### src/logic/hwcl_pkg.sv
package hwcl_pkg;
    // Register offsets on the serial interface (7-bit addresses)
    localparam logic [6:0] FIRST_OFFSET = 7'h0E;
    localparam logic [6:0] SECOND_OFFSET = 7'h0F;

    // First control register field positions
    localparam int RST_HYS_BIT = 7;
    localparam int THERM_WAIT_BIT = 5;
    localparam int RST_DELAY_BIT = 4;
    localparam int LOCK0_BIT = 3;

    // Second control register field positions
    localparam int PUMP_FREQ_MSB = 7;
    localparam int PUMP_FREQ_LSB = 5;
    localparam int PEAK_BIT = 4;
    localparam int SPREAD_MSB = 3;
    localparam int SPREAD_LSB = 2;
    localparam int LOCK1_BIT = 0;

    // Power-up values
    localparam logic [7:0] FIRST_POR = 8'h00;
    localparam logic [7:0] SECOND_POR = 8'h40;

    // Implemented bits; all others are reserved and read zero
    localparam logic [7:0] FIRST_IMPL = 8'hB8;
    localparam logic [7:0] SECOND_IMPL = 8'hFD;
    // Fields frozen by the level-1 lock
    localparam logic [7:0] FIRST_LOCK1_MASK = 8'hB0;
    localparam logic [7:0] SECOND_LOCK1_MASK = 8'hFD;

    // Pump switching frequency codes
    localparam logic [2:0] PUMP_1M8 = 3'h0;
    localparam logic [2:0] PUMP_2M0 = 3'h1;
    localparam logic [2:0] PUMP_2M2 = 3'h2;
    localparam logic [2:0] PUMP_2M4 = 3'h3;

    // Spread modulation codes
    localparam logic [1:0] SPREAD_OFF = 2'h0;
    localparam logic [1:0] SPREAD_15K625 = 2'h1;
    localparam logic [1:0] SPREAD_31K250 = 2'h2;
    localparam logic [1:0] SPREAD_62K500 = 2'h3;

    // Timing
    localparam int CLK_HZ = 250000000;
    localparam int TICK_TIME_US = 1000;
    localparam int TICK_CYCLES = CLK_HZ / 1000000 * TICK_TIME_US;
    localparam int THERM_WAIT_S = 1;
    localparam int THERM_WAIT_MS = THERM_WAIT_S * 1000;
    localparam int THERM_EXTEND_FACTOR = 64;
    localparam int THERM_EVENT_LIMIT = 16;
    localparam int EXT_DELAY_MS = 10;
    localparam int RED_DELAY_MS = 2;
endpackage : hwcl_pkg

### src/logic/hwcl_tsd_if.sv
interface hwcl_tsd_if;
    logic ms_tick;
    logic event_start;
    logic count_clear;
    logic extend_sel;
    logic wait_busy;
    logic wait_extended;

    modport ctrl (
        output ms_tick,
        output event_start,
        output count_clear,
        output extend_sel,
        input wait_busy,
        input wait_extended
    );
    modport timer (
        input ms_tick,
        input event_start,
        input count_clear,
        input extend_sel,
        output wait_busy,
        output wait_extended
    );
endinterface : hwcl_tsd_if

### src/logic/hwcl_reset_delay.sv
module hwcl_reset_delay #(
    parameter int EXT_MS = hwcl_pkg::EXT_DELAY_MS,
    parameter int RED_MS = hwcl_pkg::RED_DELAY_MS
) (
    input wire logic clk_sys,
    input wire logic reset_n,
    input wire logic ms_tick,
    input wire logic start,
    input wire logic reduced_sel,
    output logic busy,
    output logic powerup_pending
);
    import hwcl_pkg::*;

    typedef enum logic {HWCL_IDLE, HWCL_COUNT} hwcl_dly_state_type;

    localparam int CW = $clog2(EXT_MS + RED_MS + 1);

    hwcl_dly_state_type state_q, state_d;
    logic [CW-1:0] cnt_q, cnt_d;
    logic pwr_q, pwr_d;

    always_comb begin
        state_d = state_q;
        cnt_d = cnt_q;
        pwr_d = pwr_q;
        case (state_q)
            HWCL_IDLE: begin
                if (start) begin
                    state_d = HWCL_COUNT;
                    // First delay after power-up always extended
                    if (reduced_sel && !pwr_q) begin
                        cnt_d = CW'(RED_MS);
                    end else begin
                        cnt_d = CW'(EXT_MS);
                    end
                end
            end
            HWCL_COUNT: begin
                if (ms_tick) begin
                    if (cnt_q <= CW'(1)) begin
                        state_d = HWCL_IDLE;
                        cnt_d = '0;
                        pwr_d = 1'b0;
                    end else begin
                        cnt_d = cnt_q - CW'(1);
                    end
                end
            end
            default: begin
                state_d = HWCL_IDLE;
                cnt_d = '0;
            end
        endcase
    end

    always_ff @(posedge clk_sys or negedge reset_n) begin
        if (!reset_n) begin
            state_q <= HWCL_IDLE;
            cnt_q <= '0;
            pwr_q <= 1'b1;
        end else begin
            state_q <= state_d;
            cnt_q <= cnt_d;
            pwr_q <= pwr_d;
        end
    end

    assign busy = (state_q == HWCL_COUNT);
    assign powerup_pending = pwr_q;
endmodule : hwcl_reset_delay

### src/logic/hwcl_top.sv
// Function
// - Hysteresis bit 1 releases undervoltage reset at highest threshold.
// - Reserved bits 6, 2:0 of first and 1 of second read zero.
// - Thermal wait bit 0: second-level shutdown release waits 1s always.
// - Thermal wait bit 1: 1s wait, times 64 after over 16 events.
// - First register bit 4 picks reduced (1) or extended (0) reset delay.
// - Level-0 lock set blocks pump enable and GPIO configuration changes.
// - Soft reset keeps the bits protected by a set level-1 lock unchanged.
// - Second register bits 7:5 pick pump frequency, default code 010.
// - Second register bit 4 picks low or high peak current threshold.
// - Second register bits 3:2 pick spread modulation frequency or off.
// - Level-1 lock freezes all other lockable fields until power-up.
// - Level-1 locking takes effect at next chip-select rising edge.
// - Active level-1 lock bit is unwritable; only power-on reset clears it.
// - Power-up uses extended delay; later restarts use configured delay.
// - Serial writes become active when chip-select returns high.
module hwcl_top #(
    parameter int TICK_CYCLES = hwcl_pkg::TICK_CYCLES,
    parameter int WAIT_MS = hwcl_pkg::THERM_WAIT_MS,
    parameter int EXT_MS = hwcl_pkg::EXT_DELAY_MS,
    parameter int RED_MS = hwcl_pkg::RED_DELAY_MS
) (
    input wire logic clk_sys,
    input wire logic reset_n,
    input wire logic serial_chip_select_n,
    input wire logic wr_en,
    input wire logic [6:0] wr_addr,
    input wire logic [7:0] wr_data,
    input wire logic rd_en,
    input wire logic [6:0] rd_addr,
    output logic [7:0] rd_data,
    input wire logic soft_reset,
    input wire logic second_level_thermal_shutdown,
    input wire logic thermal_count_clear,
    input wire logic reset_delay_start,
    output logic reset_hysteresis_select,
    output logic thermal_wait_extend_select,
    output logic reset_delay_select,
    output logic reset_delay_busy,
    output logic reset_delay_powerup,
    output logic thermal_wait_busy,
    output logic thermal_wait_extended,
    output logic [2:0] pump_switch_freq_sel,
    output logic peak_current_threshold_sel,
    output logic [1:0] spread_modulation_freq_sel,
    output logic pump_gpio_locked,
    output logic config_lock_active
);
    import hwcl_pkg::*;

    localparam int TW = $clog2(TICK_CYCLES + 1);

    function automatic logic [7:0] merge_write(
        input logic [7:0] cur,
        input logic [7:0] wdat,
        input logic [7:0] wmask
    );
        merge_write = (cur & ~wmask) | (wdat & wmask);
    endfunction : merge_write

    logic [7:0] first_q, first_d;
    logic [7:0] second_q, second_d;
    logic [7:0] pend1_q, pend1_d;
    logic [7:0] pend2_q, pend2_d;
    logic pv1_q, pv1_d;
    logic pv2_q, pv2_d;
    logic cs_q, cs_d;
    logic [7:0] rd_q, rd_d;
    logic [TW-1:0] tick_q, tick_d;
    logic tsd_q, tsd_d;
    logic cs_rise;
    logic ms_tick;
    logic lock1;
    logic [7:0] mask1;
    logic [7:0] mask2;

    hwcl_tsd_if tsd_bus ();

    assign cs_rise = serial_chip_select_n && !cs_q;
    assign lock1 = second_q[LOCK1_BIT];
    assign ms_tick = (tick_q == '0);

    // Writable masks; level-1 lock removes its fields, lock bit included
    always_comb begin
        mask1 = FIRST_IMPL;
        mask2 = SECOND_IMPL;
        if (lock1) begin
            mask1 = FIRST_IMPL & ~FIRST_LOCK1_MASK;
            mask2 = SECOND_IMPL & ~SECOND_LOCK1_MASK;
        end
    end

    // Register state: pending shadows, commit at chip-select rise
    always_comb begin
        first_d = first_q;
        second_d = second_q;
        pend1_d = pend1_q;
        pend2_d = pend2_q;
        pv1_d = pv1_q;
        pv2_d = pv2_q;
        cs_d = serial_chip_select_n;
        if (soft_reset) begin
            pv1_d = 1'b0;
            pv2_d = 1'b0;
            if (lock1) begin
                first_d = first_q & FIRST_LOCK1_MASK;
                second_d = second_q;
            end else begin
                first_d = FIRST_POR;
                second_d = SECOND_POR;
            end
        end else begin
            if (wr_en && wr_addr == FIRST_OFFSET) begin
                pend1_d = wr_data;
                pv1_d = 1'b1;
            end
            if (wr_en && wr_addr == SECOND_OFFSET) begin
                pend2_d = wr_data;
                pv2_d = 1'b1;
            end
            if (cs_rise) begin
                if (pv1_d) begin
                    first_d = merge_write(first_q, pend1_d, mask1);
                end
                if (pv2_d) begin
                    second_d = merge_write(second_q, pend2_d, mask2);
                end
                pv1_d = 1'b0;
                pv2_d = 1'b0;
            end
        end
        first_d = first_d & FIRST_IMPL;
        second_d = second_d & SECOND_IMPL;
    end

    always_ff @(posedge clk_sys or negedge reset_n) begin
        if (!reset_n) begin
            first_q <= FIRST_POR;
            second_q <= SECOND_POR;
            pend1_q <= 8'h00;
            pend2_q <= 8'h00;
            pv1_q <= 1'b0;
            pv2_q <= 1'b0;
            cs_q <= 1'b1;
        end else begin
            first_q <= first_d;
            second_q <= second_d;
            pend1_q <= pend1_d;
            pend2_q <= pend2_d;
            pv1_q <= pv1_d;
            pv2_q <= pv2_d;
            cs_q <= cs_d;
        end
    end

    // Readback of committed values
    always_comb begin
        rd_d = rd_q;
        if (rd_en) begin
            case (rd_addr)
                FIRST_OFFSET: rd_d = first_q & FIRST_IMPL;
                SECOND_OFFSET: rd_d = second_q & SECOND_IMPL;
                default: rd_d = 8'h00;
            endcase
        end
    end

    always_ff @(posedge clk_sys or negedge reset_n) begin
        if (!reset_n) begin
            rd_q <= 8'h00;
        end else begin
            rd_q <= rd_d;
        end
    end

    // Millisecond tick divider and thermal event edge
    always_comb begin
        tick_d = ms_tick ? TW'(TICK_CYCLES - 1) : tick_q - TW'(1);
        tsd_d = second_level_thermal_shutdown;
    end

    always_ff @(posedge clk_sys or negedge reset_n) begin
        if (!reset_n) begin
            tick_q <= '0;
            tsd_q <= 1'b0;
        end else begin
            tick_q <= tick_d;
            tsd_q <= tsd_d;
        end
    end

    assign tsd_bus.ms_tick = ms_tick;
    assign tsd_bus.event_start = second_level_thermal_shutdown && !tsd_q;
    assign tsd_bus.count_clear = thermal_count_clear;
    assign tsd_bus.extend_sel = first_q[THERM_WAIT_BIT];

    hwcl_tsd_wait #(
        .WAIT_MS(WAIT_MS)
    ) u_tsd_wait (
        .clk_sys(clk_sys),
        .reset_n(reset_n),
        .tif(tsd_bus)
    );

    hwcl_reset_delay #(
        .EXT_MS(EXT_MS),
        .RED_MS(RED_MS)
    ) u_reset_delay (
        .clk_sys(clk_sys),
        .reset_n(reset_n),
        .ms_tick(ms_tick),
        .start(reset_delay_start),
        .reduced_sel(first_q[RST_DELAY_BIT]),
        .busy(reset_delay_busy),
        .powerup_pending(reset_delay_powerup)
    );

    assign thermal_wait_busy = tsd_bus.wait_busy;
    assign thermal_wait_extended = tsd_bus.wait_extended;
    assign reset_hysteresis_select = first_q[RST_HYS_BIT];
    assign thermal_wait_extend_select = first_q[THERM_WAIT_BIT];
    assign reset_delay_select = first_q[RST_DELAY_BIT];
    assign pump_switch_freq_sel =
        second_q[PUMP_FREQ_MSB:PUMP_FREQ_LSB];
    assign peak_current_threshold_sel = second_q[PEAK_BIT];
    assign spread_modulation_freq_sel =
        second_q[SPREAD_MSB:SPREAD_LSB];
    // Other registers gate pump enable and GPIO writes on this level
    assign pump_gpio_locked = first_q[LOCK0_BIT];
    assign config_lock_active = lock1;
    assign rd_data = rd_q;
endmodule : hwcl_top

### src/logic/hwcl_tsd_wait.sv
module hwcl_tsd_wait #(
    parameter int WAIT_MS = hwcl_pkg::THERM_WAIT_MS
) (
    input wire logic clk_sys,
    input wire logic reset_n,
    hwcl_tsd_if.timer tif
);
    import hwcl_pkg::*;

    localparam int CW = $clog2(WAIT_MS * THERM_EXTEND_FACTOR + 1);
    localparam logic [CW-1:0] BASE = CW'(WAIT_MS);
    localparam logic [CW-1:0] LONG = CW'(WAIT_MS * THERM_EXTEND_FACTOR);
    localparam logic [4:0] LIMIT = 5'(THERM_EVENT_LIMIT);

    logic [4:0] events_q, events_d;
    logic [CW-1:0] wait_q, wait_d;
    logic ext_q, ext_d;

    always_comb begin
        events_d = events_q;
        wait_d = wait_q;
        ext_d = ext_q;
        if (tif.count_clear) begin
            events_d = 5'h00;
        end
        if (tif.event_start) begin
            if (events_d <= LIMIT) begin
                events_d = events_d + 5'h01;
            end
            if (tif.extend_sel && events_d > LIMIT) begin
                wait_d = LONG;
                ext_d = 1'b1;
            end else begin
                wait_d = BASE;
                ext_d = 1'b0;
            end
        end else if (tif.ms_tick && wait_q != '0) begin
            wait_d = wait_q - CW'(1);
        end
    end

    always_ff @(posedge clk_sys or negedge reset_n) begin
        if (!reset_n) begin
            events_q <= 5'h00;
            wait_q <= '0;
            ext_q <= 1'b0;
        end else begin
            events_q <= events_d;
            wait_q <= wait_d;
            ext_q <= ext_d;
        end
    end

    assign tif.wait_busy = (wait_q != '0);
    assign tif.wait_extended = ext_q && (wait_q != '0);
endmodule : hwcl_tsd_wait
### config.mk
export PLATFORM = sky130hd
export DESIGN_NAME = hwcl_top
export DESIGN_NICKNAME = d
export VERILOG_FILES = /design/src/logic/hwcl_pkg.sv /design/src/logic/hwcl_tsd_if.sv /design/src/logic/hwcl_reset_delay.sv /design/src/logic/hwcl_top.sv /design/src/logic/hwcl_tsd_wait.sv
export SDC_FILE = /design/constraint.sdc
export NUM_CORES = 1
export LEC_CHECK = 0
export BUFFER_PORTS_ARGS = -buffer_cell sky130_fd_sc_hd__buf_4
export CAP_MARGIN = 20
export CORE_ASPECT_RATIO = 0.5
export CORE_MARGIN = 1
export CORE_UTILIZATION = 58
export DETAILED_ROUTE_END_ITERATION = 10
export PLACE_DENSITY = 0.87
export SLEW_MARGIN = 20
export SYNTH_ARGS = -nofsm -noshare
export SYNTH_HDL_FRONTEND = slang
export SYNTH_HIERARCHICAL = 1
export SYNTH_SLANG_ARGS = --single-unit
export TNS_END_PERCENT = 100
### constraint.sdc
create_clock -name clk_sys -period 4.8 [get_ports clk_sys]
set_clock_uncertainty 0.05 [all_clocks]
set_input_delay 0.96 -clock clk_sys [delete_from_list [all_inputs] [get_ports clk_sys]]
set_output_delay 0.96 -clock clk_sys [all_outputs]
set_load 0.05 [all_outputs]
Word level (Yosys, flattened, before mapping)
Index checks and enable logic that the tools add are counted.

word-level totals
  output and inout bits = 23
  register bits after elaboration = 85

operators by class
  bitwise operators = 9
  mux-type cells = 41
  $add $sub $neg = 4
  magnitude comparators = 3
  eq/ne operators = 7
  reduce and logical (&&, ||, !) cells = 23

operator list
  cell                                                                   number
  8-bit two-way mux                                                      14
  16-bit two-way mux                                                     3
  8-bit bitwise AND                                                      4
  7-bit by 4-bit equality test with 1-bit output, second input constant  4
  5-bit two-way mux                                                      4
  18-bit logical NOT                                                     1
  18-bit two-way mux                                                     1
  18-bit by 1-bit subtractor with 18-bit output, second input constant   1
  4-bit two-way mux                                                      4
  8-bit NOT                                                              2
  8-bit bitwise OR                                                       2
  8-bit one-hot mux with 2 select lines                                  1
  16-bit nonzero test                                                    1
  16-bit by 1-bit subtractor with 16-bit output, second input constant   1
  1-bit two-way mux                                                      12
  3-bit AND reduction                                                    3
  1-bit logical AND                                                      8
  4-bit one-hot mux with 2 select lines                                  1
  2-bit nonzero test                                                     4
  2-bit != test, second input constant                                   3
  2-bit AND reduction                                                    3
  5-bit by 1-bit adder with 5-bit output, second input constant          1
  5-bit > comparator, second input constant                              1
  5-bit <= comparator, second input constant                             1
  other kinds (5)                                                        7

Longest topological paths before layout
  depth after elaboration = 9
  mapped depth = 8
  mapped depth without buffers = 8

Hierarchy
Netlist, hierarchy kept.

by module, submodules not included
  module            times used  sequential area each (um2)  cells each  area an instance (um2)
  hwcl_top          1           1278.7                      222         2397.3
  hwcl_tsd_wait     1           550.5                       145         1308.8
  hwcl_reset_delay  1           151.4                       36          361.6

Worst setup path before layout
No wires, ideal clock.

  path type = register to register
  from = register tick_q[8]
  to = register u_tsd_wait.wait_q[11]
  cell stages (with the launch flop) = 9
  setup slack = 1.206 ns
  path buffers = 1
  setup time = 0.126 ns
  data arrival time = 3.417 ns
  clock period less this slack = 3.594 ns
  cells stage by stage = dfrtp_1 -> or4_4 -> or3_1 -> buf_6 -> nor3_1 -> or3b_2 -> nor3_1 -> a211oi_1 -> a311o_1

on the way
  word-level cells in the longest chain between the ends = 3

RTL lines
  what                          RTL line             source
  start: declaration            hwcl_top.sv:69       logic [TW-1:0] tick_q, tick_d;
  start signal: assignment      hwcl_top.sv:187      tick_q <= tick_d;
  18-bit logical NOT            hwcl_top.sv:81       assign ms_tick = (tick_q == '0);
  net ms_tick                   hwcl_top.sv:72       logic ms_tick;
  1-bit logical AND             hwcl_tsd_wait.sv:37  end else if (tif.ms_tick && wait_q != '0) begin
  2-bit nonzero test (no line)  n/a
  end signal: assignment        hwcl_tsd_wait.sv:49  wait_q <= wait_d;
  end: declaration              hwcl_tsd_wait.sv:16  logic [CW-1:0] wait_q, wait_d;

The timed path passes the listed nets, and every way through them passes these cells.
A chain may end at the register's enable or synchronous reset.

Final worst setup path
Ends and elaborated chain as after synthesis.

==> run_results.csv <==
group,metric,value,unit
route,antenna_left,0,
critical_path,r2r_cells,8,
clocking,cts_buffer_depth,2,
critical_path,regToRegSetupSlack,1.21,ns
clocking,cts_resized,0,
logic_synthesis,synth_cell_type_count,66,
route,routed_wl,8350,µm
clocking,clkSinkCount,79,
critical_path,crit_arrival,3.77,ns
critical_path,critPathMaxStageDelay,0.58,ns
clocking,clk_pin_slew,0.06,ns
floorplan,core_area,0.00673,mm²
global_routing,grt_pass1_wl,13700,µm
timing,max_slew_margin,0.359,
timing,fin_crit,3.59,ns
logic_synthesis,synth.area.top_cells,"dfrtp_1, mux2_2, nor2_1, nand3_1, nand2_1",
critical_path,end_kind,"register",
critical_path,cpMaxStageDelayCell,"nor3_1",
outcome,violations,"design-rule violations",
timing,hold_violations,0,
power_and_ir_drop,peakVddDrop,0.000213,V
placement,dp.cells,535,
timing,setup_ws,1.21,ns
critical_path,path_class,"reg2reg",
global_routing,grt_start_max_net_pins,80,
logic_synthesis,yosysMostFrequentCell,"dfrtp_1",
critical_path,r2r-start,"tick_q[8]",
timing,finalSetupViolCount,0,
outcome,status,"complete, but fails checks",
cells_and_area,area_delta_synth_final,18.5,%
critical_path,startpoint,"tick_q[8]",
clocking,hold_buffers,0,
critical_path,r2r-end,"u_tsd_wait/wait_q[11]",
logic_synthesis,async_reset_ff_frac,1.00,
floorplan,row_count,21,
worst_hold_path,hp-start,"u_reset_delay/powerup_pending",
power_and_ir_drop,leakagePower,2.08,nW
timing,timing.final.crit_share,0.748,
cells_and_area,finalInstanceArea,0.00482,mm²
logic_synthesis,synth.yosys.seq_area_share,0.487,
route,via_per_inst,5.92,
logic_synthesis,synth_seq_cells,79,
clocking,cts_setup_buffers,0,
cells_and_area,fin_cells,551,
placement,place_congestion,0.836,
floorplan,start_util,0.605,
timing,grt_setup_unrepaired,"no",
logic_synthesis,synth_cells,403,
route,via_count,3262,
global_routing,grt-ovfl-total,0,
clocking,cts_tree,"done",
cells_and_area,drive_gt1_frac,0.229,
power_and_ir_drop,powerDensity,307,mW/mm²
job,cap_violations,0,
critical_path,path_cells,"or4_4 > or3_1 > nor3_1 > buf_4 > or3b_2 > nor3_1 > a211oi_1 > a311o_1",
placement,place_ws,1.25,ns
timing,fmax,0.278,GHz
route,drt_iter0_drc,318,
placement,io_buffers,51,
logic_synthesis,avgSynthCellArea,10.1,µm²
logic_synthesis,ys.flop_type,"dfrtp_1",
clocking,htree_levels,3,
placement,dpl_cell_area,0.00452,mm²
floorplan,io_pins,54,
logic_synthesis,synth-edff-count,0,
cells_and_area,final_nets,490,
worst_hold_path,whs_path_depth,2,
logic_synthesis,yosysWarnings,6,
clocking,clk_latency,0.34,ns
critical_path,cp.required,4.97,ns
placement,dp_hpwl,5780,µm
route,drt_first_pass_iters,8,
clocking,cts_root_buffer,"clkbuf_16",
timing,tns,0,ns
global_routing,grt_pass1_vias,2927,
logic_synthesis,syn_area,0.00407,mm²
critical_path,cp_max_fo,13,
floorplan,die_y,61.2,µm
clocking,cts_buffers,9,
floorplan,die_w,120,µm
cells_and_area,utilization,0.717,
global_routing,antenna_found_initial,0,
logic_synthesis,yosysTopAreaCell,"dfrtp_1",
route,routedWlPerCell,15.1,µm
logic_synthesis,synth_top_cell_area_share,0.468,
route,drc,2,
cells_and_area,antenna_cells,0,
worst_hold_path,hold_end,"u_reset_delay/powerup_pending",
logic_synthesis,syn-num-nets,439,
timing,worstMarginPinSlew,0.961,ns
global_routing,track_usage,0.244,
worst_hold_path,hp-class,"reg2reg",
floorplan,die_area,0.00737,mm²
cells_and_area,n_fill_cell,495,
critical_path,start_kind,"register",
critical_path,path_common_cell,"nor3_1",
timing,slew_violations,0,
logic_synthesis,synth_commonest_cells,"dfrtp_1, nor2_1, nand2_1",
==> worst max-delay path: cells and delay by family (launching register included) <==
family | cells | cell delay, ns
compound gates | 2 | 0.52
buf+inv | 1 | 0.21
flops | 1 | 0.40
simple gates | 5 | 2.27
==> report_power, final <==
| group | internal (W) | leakage (nW) | switching (W) |
|---|---|---|---|
| sequential | 0.000681 | 0.986 | 0.0000155 |
| clock | 0.000405 | 0.139 | 0.000279 |
| combinational | 0.0000400 | 0.953 | 0.0000561 |
==> flip-flops by register name (all words and copies together), names as in the netlist, named ones only <==
signal                         flops
u_tsd_wait/ext_q                   1
u_reset_delay/powerup_pending      1
second_q                           6
pend1_q                            4
u_tsd_wait/events_q                5
rd_data                            7
first_q                            4
u_tsd_wait/wait_q                 16
pend2_q                            7
pv2_q                              1
u_reset_delay/cnt_q                4
tick_q                            18
u_reset_delay/busy                 1
pv1_q                              1
tsd_q                              1
cs_q                               1
==> layout by cell type, fill, tap and decap left out, types with 10 or more instances in the layout <==
master   instances
o31ai_1         10
nor3_1          12
o21ai_0         12
a21oi_1         12
mux2_2          17
nor2_1          38
inv_1           24
nand3_1         20
dfrtp_1         76
buf_4           53
nand2_1         26
==> through the flow <==
stage          total power, W  hold WS [ns]
2_1_floorplan        0.000758         0.388
3_3_place_gp         0.000802         0.390
3_5_place_dp         0.000806         0.400
4_1_cts               0.00149         0.410
5_1_grt               0.00153         0.440
6_report              0.00148         0.411
==> area by class of cell <==
class                   count  area [µm²]  share of cell area
flip-flops and latches     79        1980               0.411
repair buffers             53         398              0.0826
clock inverters             6        67.6              0.0140
inverters                  24        90.1              0.0187
multi-input cells         287        1940               0.402
well taps                  92         115              0.0239
clock buffers              10         229              0.0475
==> worst max-delay path by stage <==
| stage | endpoint | slack (ns) | cells past startpoint |
|---|---|---|---|
| floorplan | u_tsd_wait/wait_q[11] | 1.21 | 8 |
| global route | u_tsd_wait/wait_q[11] | 0.99 | 8 |
| detailed placement | u_tsd_wait/wait_q[11] | 1.25 | 8 |
| global placement | u_tsd_wait/wait_q[11] | 1.31 | 8 |
| finish | u_tsd_wait/wait_q[11] | 1.21 | 8 |
| CTS | u_tsd_wait/wait_q[11] | 1.24 | 8 |
==> cell families after synthesis <==
group,Yosys count,synth area share
AND/OR/NAND/NOR,165,0.231
multiplexers,20,0.0544
XOR/XNOR,12,0.0258
buffers and inverters,37,0.0378
adder cells (fa/ha/maj),5,0.0154
other,1,0.000922
AO/OA/AOI/OAI,84,0.148
flip-flops,79,0.487
==> routing by layer <==
metal | up-vias | part of all wire | global-route usage
met1 | 1552 | 0.46 | 0.312
li1 | 1601 | - | -
met2 | 97 | 0.49 | 0.414
met4 | 0 | 0.012 | 0.0935
met5 | - | 0 | 0
met3 | 12 | 0.044 | 0.0639
Power figures use the tool's default switching activity.
